<file path="src/wsw_pkg.sv">
// Notes on behaviour
// - watchdog ticks from 31 kHz slow oscillator
// - 16-bit prescaler ratio set by period select
// - shared 8-bit prescaler, owner and rate select
// - time-out reachable from 1 ms to 268 s
// - every reset loads control with 0x08
// - held cleared while crystal start-up timer runs
// - fuse enable forces watchdog on, soft ignored
// - fuse clear: soft enable bit turns on/off
// - period codes 32..65536, 1100-1111 reserved
// - cleared when disabled, clear op, oscillator fail
// - crystal mode wake keeps watchdog cleared until start-up
// - sleep clears count and power-down, sets expiry, osc off, pins held
// - watchdog reset never drives reset pin
// - pin wakes with reset; others resume execution
// - power-down set at power-up; expiry cleared by watchdog
// - only sleep-clocked sources may wake device
// - sleep prefetches next instruction
// - wake needs source enable; global enable picks vector
// - enabled and flagged source wakes immediately
// - pending interrupt turns sleep into no-operation
// - late interrupt: sleep completes, then wakes
// - watchdog cleared on every wake-up
// - servicing clears global enable; return sets it
// - flags set regardless of enables
package wsw_pkg;
	// ********************
	// timing
	// ********************
	localparam int unsigned CLK_HZ = 100_000_000;
	localparam int unsigned SLOW_HZ = 31_000;
	localparam int unsigned SLOW_DIV = CLK_HZ / SLOW_HZ;
	localparam int unsigned TMO_MIN_MS = 1;
	localparam int unsigned TMO_MAX_S = 268;
	// ********************
	// register map and fields
	// ********************
	localparam logic [7:0] OFS_WDTCTL = 8'h00;
	localparam logic [7:0] OFS_OPTION = 8'h04;
	localparam logic [7:0] OFS_CONFIG = 8'h08;
	localparam logic [7:0] OFS_CMD = 8'h0C;
	localparam logic [7:0] OFS_STATUS = 8'h10;
	localparam logic [7:0] OFS_IRQ_EN = 8'h14;
	localparam logic [7:0] OFS_IRQ_FLAG = 8'h18;
	localparam logic [4:0] WDTCTL_RST = 5'h08;
	localparam logic [7:0] OPTION_RST = 8'hFF;
	localparam int unsigned OPT_OWNER_BIT = 3;
	localparam int unsigned CFG_FUSE_BIT = 3;
	localparam logic [2:0] FOSC_FIRST_NON_XTAL = 3'h3;
	localparam int unsigned CMD_CLEAR_BIT = 0;
	localparam int unsigned CMD_SLEEP_BIT = 1;
	localparam int unsigned CMD_RETURN_BIT = 2;
	localparam int unsigned ST_GIE_BIT = 2;
	localparam logic [3:0] PERIOD_MAX = 4'hB;
	localparam logic [16:0] PRE_BASE = 17'h00020;
	localparam logic [15:0] IRQ_VECTOR = 16'h0004;
	// ********************
	// types
	// ********************
	typedef enum logic [2:0] {
		WSW_RUN = 3'h1,
		WSW_SLEEP = 3'h2,
		WSW_WAKE = 3'h4
	} wsw_state_t;
	typedef struct packed {
		logic [15:0] pre;
		logic [7:0] post;
		logic tmo;
	} wsw_pre_t;
	typedef struct packed {
		logic reset;
		logic wake;
		logic vector;
		logic osc_off;
		logic io_hold;
		logic prefetch;
		logic asleep;
	} wsw_core_t;
endpackage

</file>
<file path="src/wsw_top.sv">
// Decided for this implementation: the register offsets and register access over APB.
module wsw_top import wsw_pkg::*; #(
	parameter logic [7:0] WAKE_SRC = 8'h7F
) (
	input wire logic pclk,
	input wire logic presetn,
	input wire logic psel,
	input wire logic penable,
	input wire logic pwrite,
	input wire logic [7:0] paddr,
	input wire logic [31:0] pwdata,
	output logic [31:0] prdata,
	output logic pready,
	output logic pslverr,
	input wire logic [7:0] config_word,
	input wire logic ext_reset_pin_n,
	input wire logic crystal_startup_busy,
	input wire logic osc_fail,
	input wire logic [7:0] irq_event,
	output wsw_core_t core,
	output logic [15:0] vector_addr
);
	// ********************
	// state
	// ********************
	typedef struct packed {
		wsw_state_t st;
		logic [11:0] div;
		logic slow_tick;
		logic [4:0] wdtctl;
		logic [7:0] option;
		logic pd;
		logic to;
		logic global_irq_enable;
		logic [7:0] irq_en;
		logic [7:0] irq_flag;
		logic [31:0] prdata;
		logic pready;
		logic pslverr;
		wsw_core_t core;
		logic [15:0] vaddr;
	} wsw_top_t;

	wsw_top_t s_r, s_nxt;
	logic fuse_en, wdt_on, xtal, wdt_clr, tmo, pending;
	logic wr, rd_setup, cmd_clear, cmd_sleep, cmd_return;
	logic [7:0] ev;

	// ********************
	// watchdog enable and clear
	// ********************
	assign fuse_en = config_word[CFG_FUSE_BIT];
	assign wdt_on = fuse_en | s_r.wdtctl[0];
	assign xtal = config_word[2:0] < FOSC_FIRST_NON_XTAL;
	assign wr = psel & penable & s_r.pready & pwrite;
	assign rd_setup = psel & ~penable;
	assign cmd_clear = wr && paddr == OFS_CMD && pwdata[CMD_CLEAR_BIT];
	assign cmd_sleep = wr && paddr == OFS_CMD && pwdata[CMD_SLEEP_BIT];
	assign cmd_return = wr && paddr == OFS_CMD && pwdata[CMD_RETURN_BIT];
	assign pending = |(s_r.irq_en & s_r.irq_flag);
	// no clock reaches other sources while asleep, so they cannot flag
	assign ev = (s_r.st == WSW_SLEEP) ? (irq_event & WAKE_SRC) : irq_event;

	// the start-up timer borrows the ripple counter, so the count restarts
	// only once that timer lets go
	assign wdt_clr = !wdt_on || cmd_clear || osc_fail
		|| (crystal_startup_busy && xtal)
		|| (s_r.st == WSW_SLEEP && pending)
		|| (cmd_sleep && s_r.st == WSW_RUN && !pending)
		|| !ext_reset_pin_n || s_r.core.reset || s_r.st == WSW_WAKE;

	wsw_prescaler u_pre (
		.pclk(pclk),
		.presetn(presetn),
		.tick(s_r.slow_tick & wdt_on),
		.clr(wdt_clr),
		.period_sel(s_r.wdtctl[4:1]),
		.use_post(s_r.option[OPT_OWNER_BIT]),
		.post_rate(s_r.option[2:0]),
		.tmo(tmo)
	);

	// ********************
	// next state
	// ********************
	always_comb begin
		s_nxt = s_r;
		s_nxt.core.reset = 1'b0;
		s_nxt.core.wake = 1'b0;
		s_nxt.core.vector = 1'b0;
		s_nxt.core.prefetch = 1'b0;
		s_nxt.pready = 1'b0;
		s_nxt.pslverr = 1'b0;
		// slow oscillator modelled as a one-cycle enable
		if (s_r.div == 12'(SLOW_DIV - 1)) begin
			s_nxt.div = 12'h000;
			s_nxt.slow_tick = 1'b1;
		end else begin
			s_nxt.div = s_r.div + 12'h001;
			s_nxt.slow_tick = 1'b0;
		end
		// register access, answered in the first access cycle
		if (rd_setup) begin
			s_nxt.pready = 1'b1;
			s_nxt.prdata = 32'h00000000;
			case (paddr)
				OFS_WDTCTL: s_nxt.prdata[4:0] = s_r.wdtctl;
				OFS_OPTION: s_nxt.prdata[7:0] = s_r.option;
				OFS_CONFIG: s_nxt.prdata[7:0] = config_word;
				OFS_CMD: s_nxt.prdata = 32'h00000000;
				OFS_STATUS: s_nxt.prdata[3:0] = {s_r.core.asleep, s_r.global_irq_enable, s_r.to, s_r.pd};
				OFS_IRQ_EN: s_nxt.prdata[7:0] = s_r.irq_en;
				OFS_IRQ_FLAG: s_nxt.prdata[7:0] = s_r.irq_flag;
				default: s_nxt.pslverr = 1'b1;
			endcase
		end
		if (wr) begin
			case (paddr)
				OFS_WDTCTL: s_nxt.wdtctl = pwdata[4:0];
				OFS_OPTION: s_nxt.option = pwdata[7:0];
				OFS_STATUS: s_nxt.global_irq_enable = pwdata[ST_GIE_BIT];
				OFS_IRQ_EN: s_nxt.irq_en = pwdata[7:0];
				OFS_IRQ_FLAG: s_nxt.irq_flag = s_r.irq_flag & ~pwdata[7:0];
				default: s_nxt.pslverr = 1'b0;
			endcase
		end
		if (cmd_return) begin
			s_nxt.global_irq_enable = 1'b1;
		end
		// a new event wins over a clear in the same cycle
		s_nxt.irq_flag = s_nxt.irq_flag | ev;
		case (s_r.st)
			WSW_RUN: begin
				if (cmd_sleep && !pending) begin
					s_nxt.st = WSW_SLEEP;
					s_nxt.pd = 1'b0;
					s_nxt.to = 1'b1;
					s_nxt.core.osc_off = 1'b1;
					s_nxt.core.io_hold = 1'b1;
					s_nxt.core.asleep = 1'b1;
					s_nxt.core.prefetch = 1'b1;
				end
			end
			WSW_SLEEP: begin
				if (tmo) begin
					s_nxt.st = WSW_WAKE;
					s_nxt.to = 1'b0;
				end else if (pending) begin
					// woken regardless of global enable
					s_nxt.st = WSW_WAKE;
				end
			end
			WSW_WAKE: begin
				s_nxt.st = WSW_RUN;
				s_nxt.core.wake = 1'b1;
				s_nxt.core.osc_off = 1'b0;
				s_nxt.core.io_hold = 1'b0;
				s_nxt.core.asleep = 1'b0;
				if (s_r.global_irq_enable && pending) begin
					s_nxt.core.vector = 1'b1;
					s_nxt.vaddr = IRQ_VECTOR;
					s_nxt.global_irq_enable = 1'b0;
				end
			end
			default: s_nxt.st = WSW_RUN;
		endcase
		// awake overflow resets the core; the reset pin is only an input
		if (tmo && s_r.st == WSW_RUN) begin
			s_nxt.core.reset = 1'b1;
			s_nxt.to = 1'b0;
			s_nxt.pd = 1'b1;
		end
		if (!ext_reset_pin_n) begin
			s_nxt.core.reset = 1'b1;
		end
		if (s_nxt.core.reset) begin
			s_nxt.st = WSW_RUN;
			s_nxt.wdtctl = WDTCTL_RST;
			s_nxt.option = OPTION_RST;
			s_nxt.global_irq_enable = 1'b0;
			s_nxt.irq_en = 8'h00;
			s_nxt.irq_flag = 8'h00;
			s_nxt.core.wake = 1'b0;
			s_nxt.core.vector = 1'b0;
			s_nxt.core.prefetch = 1'b0;
			s_nxt.core.osc_off = 1'b0;
			s_nxt.core.io_hold = 1'b0;
			s_nxt.core.asleep = 1'b0;
		end
	end

	always_ff @(posedge pclk or negedge presetn) begin
		if (!presetn) begin
			s_r <= '0;
			s_r.st <= WSW_RUN;
			s_r.wdtctl <= WDTCTL_RST;
			s_r.option <= OPTION_RST;
			s_r.pd <= 1'b1;
			s_r.to <= 1'b1;
		end else begin
			s_r <= s_nxt;
		end
	end

	assign prdata = s_r.prdata;
	assign pready = s_r.pready;
	assign pslverr = s_r.pslverr;
	assign core = s_r.core;
	assign vector_addr = s_r.vaddr;
endmodule

</file>
<file path="src/wsw_prescaler.sv">
module wsw_prescaler import wsw_pkg::*; (
	input wire logic pclk,
	input wire logic presetn,
	input wire logic tick,
	input wire logic clr,
	input wire logic [3:0] period_sel,
	input wire logic use_post,
	input wire logic [2:0] post_rate,
	output logic tmo
);
	wsw_pre_t s_r, s_nxt;
	logic [3:0] sel;
	logic [16:0] lim;
	logic [7:0] plim;

	always_comb begin
		s_nxt = s_r;
		s_nxt.tmo = 1'b0;
		// reserved codes run as the longest ratio rather than stopping
		sel = (period_sel > PERIOD_MAX) ? PERIOD_MAX : period_sel;
		lim = (PRE_BASE << sel) - 17'h00001;
		plim = (8'h01 << post_rate) - 8'h01;
		if (clr) begin
			s_nxt.pre = 16'h0000;
			s_nxt.post = 8'h00;
		end else if (tick) begin
			if (s_r.pre == lim[15:0]) begin
				s_nxt.pre = 16'h0000;
				if (!use_post || s_r.post == plim) begin
					s_nxt.post = 8'h00;
					s_nxt.tmo = 1'b1;
				end else begin
					s_nxt.post = s_r.post + 8'h01;
				end
			end else begin
				s_nxt.pre = s_r.pre + 16'h0001;
			end
		end
	end

	always_ff @(posedge pclk or negedge presetn) begin
		if (!presetn) begin
			s_r <= '0;
		end else begin
			s_r <= s_nxt;
		end
	end

	assign tmo = s_r.tmo;
endmodule

</file>
<file path="config.mk">
export PLATFORM = sky130hd
export DESIGN_NAME = wsw_top
export DESIGN_NICKNAME = d
export VERILOG_FILES = /design/src/wsw_pkg.sv /design/src/wsw_top.sv /design/src/wsw_prescaler.sv
export SDC_FILE = /design/constraint.sdc
export NUM_CORES = 1
export LEC_CHECK = 0
export BUFFER_PORTS_ARGS = -buffer_cell sky130_fd_sc_hd__buf_2
export CAP_MARGIN = 20
export CORE_MARGIN = 5
export CORE_UTILIZATION = 51
export CTS_BUF_LIST = sky130_fd_sc_hd__clkbuf_2 sky130_fd_sc_hd__clkbuf_4 sky130_fd_sc_hd__clkbuf_8
export CTS_CLUSTER_SIZE = 14
export DETAILED_ROUTE_END_ITERATION = 6
export PLACE_DENSITY = 0.83
export RECOVER_POWER = 100
export SYNTH_ARGS = -nofsm -noshare
export SYNTH_HDL_FRONTEND = slang
export SYNTH_SLANG_ARGS = --single-unit
export TNS_END_PERCENT = 30
</file>
<file path="constraint.sdc">
create_clock -name pclk -period 3.5 [get_ports pclk]
set_input_delay 0.35 -clock pclk [delete_from_list [all_inputs] [get_ports pclk]]
set_output_delay 0.35 -clock pclk [all_outputs]
set_load 0.1 [all_outputs]
</file>
# Yosys cells after proc, flatten, opt, wreduce, memory -nomap -nowiden
# Index checks and enable logic that the tools add are counted.
# totals
in_bits,64
register_bits,91
word_cells,155
# classes
reduce_logical,47
n_shift,2
n_addsub,5
order_cmp,2
mux,48
bitwise_logic,11
n_eq_ne,16
# ops
cell,count
two-way mux 8 bit,5
two-way mux 13 bit,3
two-way mux 17 bit,2
two-way mux 25 bit,1
== test 8 x 5 -> 1 bit (second input constant),3
two-way mux 24 bit,1
one-hot mux 4 bit (6 select lines),1
adder 16 x 1 -> 16 bit (second input constant),1
bitwise AND 8 bit,2
== test 16 bit,1
== test 8 x 4 -> 1 bit (second input constant),2
two-way mux 16 bit,1
AND reduction 2 bit,8
nonzero test 2 bit,8
<< shifter 6 x 4 -> 16 bit (first input constant),1
subtractor 16 x 1 -> 16 bit (second input constant),1
two-way mux 1 bit,15
adder 12 x 1 -> 12 bit (second input constant),1
== test 12 bit (second input constant),1
two-way mux 3 bit,4
one-hot mux 3 bit (4 select lines),1
logical AND 1 bit,11
logical OR 1 bit,9
two-way mux 9 bit,1
other kinds (33),47

# Depth between registers and ports, before layout
# Gate-level depths: netlist of the first run.
# depth
depth_word,15
ltp_mapped,14

# By module
# From an unflattened synthesis of the first run, not the netlist that was laid out.
# hier_totals
cells_unflattened,601
hier_area_um2,5646.7
# by_module_without_submodules
mod,area_each_um2,cells_per_inst,instances,seq_area_each_um2
wsw_top,3631.0,369,1,1616.6
wsw_prescaler,2015.7,232,1,625.6

# Least setup slack after synthesis of the first run
# Ideal clock, no wire load.
# synth_path
kind,register to register
start,register s_r[86] (netlist bit)
end,register u_pre.s_r[7] (netlist bit)
path_buffers,4
setup_ps,124
stages_incl_launch_ff,14
setup_slack_ps,116
arrival_ps,3260
synth_period_minus_slack_ps,3384
path_cell_list,dfrtp_1 > buf_2 > buf_2 > or4b_2 > ha_1 > buf_2 > or3_1 > a21o_1 > a21boi_0 > o21ai_2 > or4_4 > buf_6 > o21ai_1 > a21oi_1
# synth_between
elab_chain_len,7
# synth_lines
item,line_no,text
"start, declared",wsw_top.sv:44,"wsw_top_t s_r, s_nxt;"
"start signal, assigned",wsw_top.sv:201,s_r <= s_nxt;
greater-than comparator 4 bit,wsw_prescaler.sv:20,sel = (period_sel > PERIOD_MAX) ? PERIOD_MAX : period_sel;
two-way mux 4 bit (*),wsw_prescaler.sv:20,
<< shifter 6 x 4 -> 16 bit (*),wsw_prescaler.sv:21,lim = (PRE_BASE << sel) - 17'h00001;
subtractor 16 x 1 -> 16 bit (*),wsw_prescaler.sv:21,
== test 16 bit (*),wsw_prescaler.sv:27,if (s_r.pre == lim[15:0]) begin
nonzero test 2 bit (no line) (*),n/a,
AND reduction 2 bit (no line) (*),n/a,
"end signal, assigned",wsw_prescaler.sv:45,s_r <= s_nxt;
"end, declared",wsw_prescaler.sv:11,"wsw_pre_t s_r, s_nxt;"
# Mark *: on every way between the ends. The rest lies on a longest branch, timed or not.
# A chain may end at the register's enable or synchronous reset.

# Worst setup path in the final report of the first run
# layout_path
start,register s_r[87] (netlist bit)
end,register u_pre.s_r[3] (netlist bit)
# Same word-level chain as after synthesis.

==> out/qor.yml, run 1 <==
outcome: "finished with violations"
violations: "design-rule violations, max-capacitance violations, max-slew violations"
root_buffer: "clkbuf_8"
cts_buffer_depth: 2
tritoncts: "built"
worst-setup-path-type: "reg -> reg"
endpoint_kind: "flip-flop"
n_antenna_cell: 0
tightestPinTransition_ns: 1.52
antenna_found_initial: 0
ys.flop_type: "dfrtp_1"
slew_violations: 9
final_cell_count_no_fill: 778
viasPerCell: 5.94
p_total_uw: 2140
path_delay_family: "simple AND/OR/NAND/NOR gates"
firstDrtPassIters: 7
cts_buffers: 9
htree_levels: 3
grt_overflow: 0
fmax_ghz: 0.299
io-pin-count: 121
cts.sinks: 89
drv_cap: 1
clock_skew_ns: 0.0155
grt_max_degree: 90
pwr_density_cell_mw_per_mm2: 369
pwr-share-seq_pct: 48.8
die_area_sq_mm: 0.0130
std_cell_rows: 38
period_share_pct: 95.6
final-setup-viol-count: 0
start_util_pct: 51.6
p_switching_uw: 661
synth_edf_count: 0
final_util_pct: 54.2
syn_to_final_growth_pct: 5.15
grt_use_total_pct: 20.3
post-cts-setup-buffer-count: 0
setup_tns_ns: 0
finalCriticalPeriod_ns: 3.34
yosysWarnings: 0
synth_area_sq_mm: 0.00552
dp_hpwl_um: 9380
cp_data_required_time_ns: 3.69
wl_per_cell_um: 17.0
gp_congestion: 0.958
syn_avg_cell_area_sq_um: 9.10
combPwrFrac_pct: 14.0
slowest_stage: "or4b_2"
synth_cell_types: 66
cpPeakStageDelay_ns: 0.65
fp.dieH_um: 114
hp-class: "in -> reg"
hold_viol: 0
worst-path-max-fanout: 10
grt_pass1_wl_um: 21700
yosys.area.top_type: "dfrtp_1"
max-vdd-ir-drop_mv: 0.262
die_w_um: 114
path_buf_inv: 0
drt-total-wl_um: 13200
ant_nets: 0
synth.area.top_cells: "dfrtp_1 35%, buf_4 7.6%, dfstp_2 5.7%"
placed_cells: 760
initialDrtViolationCount: 468
final_nets: 703
via_count: 4625
grt_pass1_vias: 4471
drc: 4
relSlewSlack_pct: -2.34
synthCells: 606
clkPwrFrac_pct: 37.2
yosysSeqAreaShare_pct: 40.7
grt_setup_unrepaired: "false"
port_buffers: 57
netlist.area_leader.share_pct: 34.9
startpoint_type: "flip-flop"
clk_latency_ns: 0.36
synth.ff_latch_count: 89
clk_pin_slew_ns: 0.09
async_reset_ff_share_pct: 100
drive_gt1_share_pct: 13.6
switching_share_pct: 30.9
leakage_uw: 0.00246
core_area_sq_mm: 0.0107
intPower_uw: 1480
critPathArrivalTime_ns: 3.54
path_cells: "or4b_2, ha_1, or3_1, a21o_1, a21boi_0, o21ai_2, or4_4, o21ai_0, a21oi_1"
==> layout make-up <==
| type | count | area, sq um |
|---|---|---|
| Timing Repair Buffer | 69 | 362 |
| Clock inverter | 7 | 98.8 |
| Tap cell | 140 | 175 |
| Inverter | 10 | 37.5 |
| Clock buffer | 9 | 124 |
| Fill cell | 935 | 4900 |
| Sequential cell | 89 | 2240 |
| Multi-Input combinational cell | 454 | 2760 |
==> cell usage after synthesis (4+ instances only) <==
cell type,n
dfstp_2,12
o211ai_1,6
buf_4,56
a21oi_1,37
a222oi_1,7
xnor2_1,15
a21o_1,7
nor2_1,48
xor2_1,13
ha_1,6
and3_1,16
inv_1,9
nand4_1,6
o21ai_1,8
dfrtp_1,77
a31oi_1,10
mux2i_1,18
nor2b_1,5
a22oi_1,9
or3_1,5
o21ai_0,6
nand2b_1,5
clkbuf_1,21
nand3_1,40
buf_2,10
nand2_1,59
nand4b_1,5
nor3_1,15
buf_6,4
nand3b_1,5
nor3b_1,9
==> power groups by stage <==
stage	logic [uW]	clock network [uW]	registers (uW)
2_1_floorplan	259	0	1070
3_3_place_gp	294	0	1060
3_5_place_dp	297	0	1060
4_1_cts	297	808	1040
5_1_grt	313	849	1050
6_report	300	796	1040
==> through the flow <==
stage | hold slack (ns) | setup slack (ns) | area [sq um]
after floorplan | 0.0544 | 0.116 | 5660
after global placement | 0.446 | 0.315 | 5620
after detailed placement | 0.462 | 0.206 | 5620
after CTS | 0.203 | 0.187 | 5840
after global routing | 0.216 | 0.0156 | 5800
final | 0.215 | 0.155 | 5800
==> cell usage in the layout (no fill, tap or decap), types with 9 or more instances in the layout <==
| cell type | netlist | layout |
|---|---|---|
| a21oi_1 | 37 | 37 |
| a22oi_1 | 9 | 9 |
| a31oi_1 | 10 | 10 |
| and3_1 | 16 | 16 |
| buf_2 | 10 | 37 |
| clkbuf_1 | 21 | 23 |
| clkbuf_8 | 0 | 9 |
| conb_1 | 1 | 39 |
| dfrtp_1 | 77 | 77 |
| dfstp_2 | 12 | 12 |
| inv_1 | 9 | 9 |
| mux2i_1 | 18 | 18 |
| nand2_1 | 59 | 59 |
| nand3_1 | 40 | 40 |
| nor2_1 | 48 | 49 |
| nor3_1 | 15 | 18 |
| nor3b_1 | 9 | 9 |
| o21ai_0 | 6 | 9 |
| xnor2_1 | 15 | 15 |
| xor2_1 | 13 | 13 |
==> worst min-delay path: cells and delay by family <==
kind / cells / cell delay (ns)
AO/OA/AOI/OAI: 1 / 0.03
buffers and inverters: 1 / 0.08
AND/OR/NAND/NOR: 1 / 0.07
==> kinds of logic (layout without fill, tap and decap cells) <==
family / count (synthesis) / in the layout / share of synthesized area (%)
and+or+nand+nor: 249 / 249 / 24.8
other: 1 / 39 / 0.0680
DFF: 89 / 89 / 40.7
xor gates and xnor gates: 28 / 28 / 4.45
adders and majority gates: 6 / 6 / 1.36
AOI/OAI and AO/OA: 111 / 111 / 13.4
buffers and inverters: 101 / 95 / 11.5
muxes: 21 / 21 / 3.88
==> worst paths after layout <==
| kind | from | endpoint | slack (ns) | cells after the start |
|---|---|---|---|---|
| max | s_r[87] | u_pre.s_r[3] | 0.16 | 9 |
| min | irq_event[4] | s_r[61] | 0.22 | 3 |
| max reg2reg | s_r[87] | u_pre.s_r[3] | 0.16 | 9 |
| min reg2reg | prdata[2] | prdata[2] | 0.50 | 1 |
| max in group asynchronous | presetn | s_r[76] | 1.73 | 3 |
| min in group asynchronous | presetn | s_r[63] | 0.80 | 2 |
==> flip-flops by register name (all words and copies together) (netlist names) <==
signal,cells
s_r,48
u_pre.s_r,24
prdata,8
core,5
pready,1
pslverr,1
u_pre.tmo,1
vector_addr,1
==> layer usage <==
metal	up-vias	share of wire (%)	track usage [%]
li1	2119	-	-
met1	2279	40	27.0
met2	197	51	34.3
met3	30	7.3	2.71
met4	0	1.8	6.73
met5	-	0	0
==> what timing repair did <==
| action | CTS | global route |
|---|---|---|
| gates resized for setup | 0 | 0 |
| endpoints found under the hold margin | 0 | 17 |
| hold buffers | 0 | 1 |
| setup endpoints to repair | 0 | 0 |
No activity file was read; power rests on OpenSTA's default activity.
==> inputs of run 2 (changes only) <==
--- a/constraint.sdc
+++ b/constraint.sdc
@@ -3,2 +3,2 @@
 set_output_delay 0.35 -clock pclk [all_outputs]
-set_load 0.1 [all_outputs]
+set_load 0.005 [all_outputs]
==> out/qor.yml, run 2 (synthesis gave the netlist of run 1 again) <==
hp-class: "in -> reg"
period_share_pct: 95.6
groute.layer.met3.usage_pct: 2.71
htree_levels: 3
cts_buffer_depth: 2
clock_skew_ns: 0.0160
cts.sinks: 89
grt_pass1_vias: 4471
die_w_um: 114
met2_usage_pct: 34.3
outcome: "finished with violations"
final_util_pct: 54.3
top_register: "s_r"
setup_tns_ns: 0
via_count: 4633
initialDrtViolationCount: 442
final-setup-viol-count: 0
drv_cap: 1
critPathArrivalTime_ns: 3.55
slew_violations: 9
viasPerCell: 5.96
final_cell_count_no_fill: 778
placed_cells: 760
cts_hold_buf: 0
std_cell_rows: 38
met1_usage_pct: 27.0
post-cts-setup-buffer-count: 0
hold_viol: 0
worst-path-max-fanout: 10
path_cells: "or4b_2, ha_1, or3_1, a21o_1, a21boi_0, o21ai_2, or4_4, o21ai_0, a21oi_1"
final_cell_mix: "77 x dfrtp_1, 59 x nand2_1, 49 x nor2_1, 47 x buf_2, 40 x nand3_1"
root_buffer: "clkbuf_8"
busiest_layer: "met2"
syn_to_final_growth_pct: 5.38
wl_per_cell_um: 17.0
io-pin-count: 121
grt_setup_unrepaired: "false"
fp.dieH_um: 114
tightestPinTransition_ns: 1.57
grt_max_degree: 90
mostFrequentLayoutCell: "dfrtp_1"
grt_pass1_wl_um: 21700
cpPeakStageDelay_ns: 0.65
grt_use_total_pct: 20.3
clk_pin_slew_ns: 0.10
start_util_pct: 51.6
die_area_sq_mm: 0.0130
worst_hold_slack_ns: 0.207
cp_data_required_time_ns: 3.70
finalCriticalPeriod_ns: 3.34
p_total_uw: 1960
tritoncts: "built"
cts_resized: 0
violations: "max-capacitance violations, max-slew violations"
slowest_stage: "or4b_2"
fmax_ghz: 0.299
core_area_sq_mm: 0.0107
clk_latency_ns: 0.36
grt_overflow: 0
leakage_uw: 0.00250
gp_congestion: 0.958
antenna_found_initial: 0
port_buffers: 57
drt-total-wl_um: 13200
ant_nets: 0
pwr_density_cell_mw_per_mm2: 337
firstDrtPassIters: 7
drive_gt1_share_pct: 15.2
max-vdd-ir-drop_mv: 0.254
dp_hpwl_um: 9380
n_antenna_cell: 0
cts_buffers: 9
largest_register_ffs: 48
drc: 0
startpoint_type: "flip-flop"
relSlewSlack_pct: -5.34
final_nets: 703
path_buf_inv: 0
path_delay_family: "simple AND/OR/NAND/NOR gates"
worst-setup-path-type: "reg -> reg"
endpoint_kind: "flip-flop"
## run 2: cell count changes in the layout (fill, tap and decap cells not counted), sizes merged
cell    previous run  this run
buf               45        55
clkbuf            32        22
## run 2: area by class of cell
class / instances / area, sq um
Clock buffer: 9 / 124
Sequential cell: 89 / 2240
Tap cell: 140 / 175
Clock inverter: 7 / 98.8
Multi-Input combinational cell: 454 / 2760
Timing Repair Buffer: 69 / 374
Fill cell: 933 / 4890
Inverter: 10 / 37.5
## run 2: through the flow
step | setup WS, ns | cell area (sq um)
5_1_grt | 0.0156 | 5810
3_5_place_dp | 0.206 | 5620
4_1_cts | 0.187 | 5840
2_1_floorplan | 0.116 | 5660
3_3_place_gp | 0.315 | 5620
6_report | 0.155 | 5810
## run 2: tightest hold or removal path: stages
cell,delay [ns]
buf_2,0.08
a21oi_1,0.03
nor2_1,0.07
## run 2: worst paths after layout
check | start | to | slack (ns) | cells past startpoint
max | s_r[87] | u_pre.s_r[3] | 0.16 | 9
min | irq_event[4] | s_r[61] | 0.21 | 3
max reg2reg | s_r[87] | u_pre.s_r[3] | 0.16 | 9
min reg2reg | vector_addr[2] | vector_addr[2] | 0.49 | 1
max in group asynchronous | presetn | s_r[76] | 1.74 | 3
min in group asynchronous | presetn | s_r[63] | 0.79 | 2
## run 2: power breakdown
| group | internal, uW | leakage [uW] | switching [uW] |
|---|---|---|---|
| registers | 1040 | 0.00117 | 7.42 |
| logic | 34.0 | 0.00122 | 77.2 |
| clock network | 409 | 0.000111 | 394 |
## run 2: metal layers
layer / share of wire (%) / vias up
li1: - / 2116
met1: 40 / 2289
met2: 51 / 204
met3: 7.8 / 24
met4: 1.8 / 0
met5: 0 / -
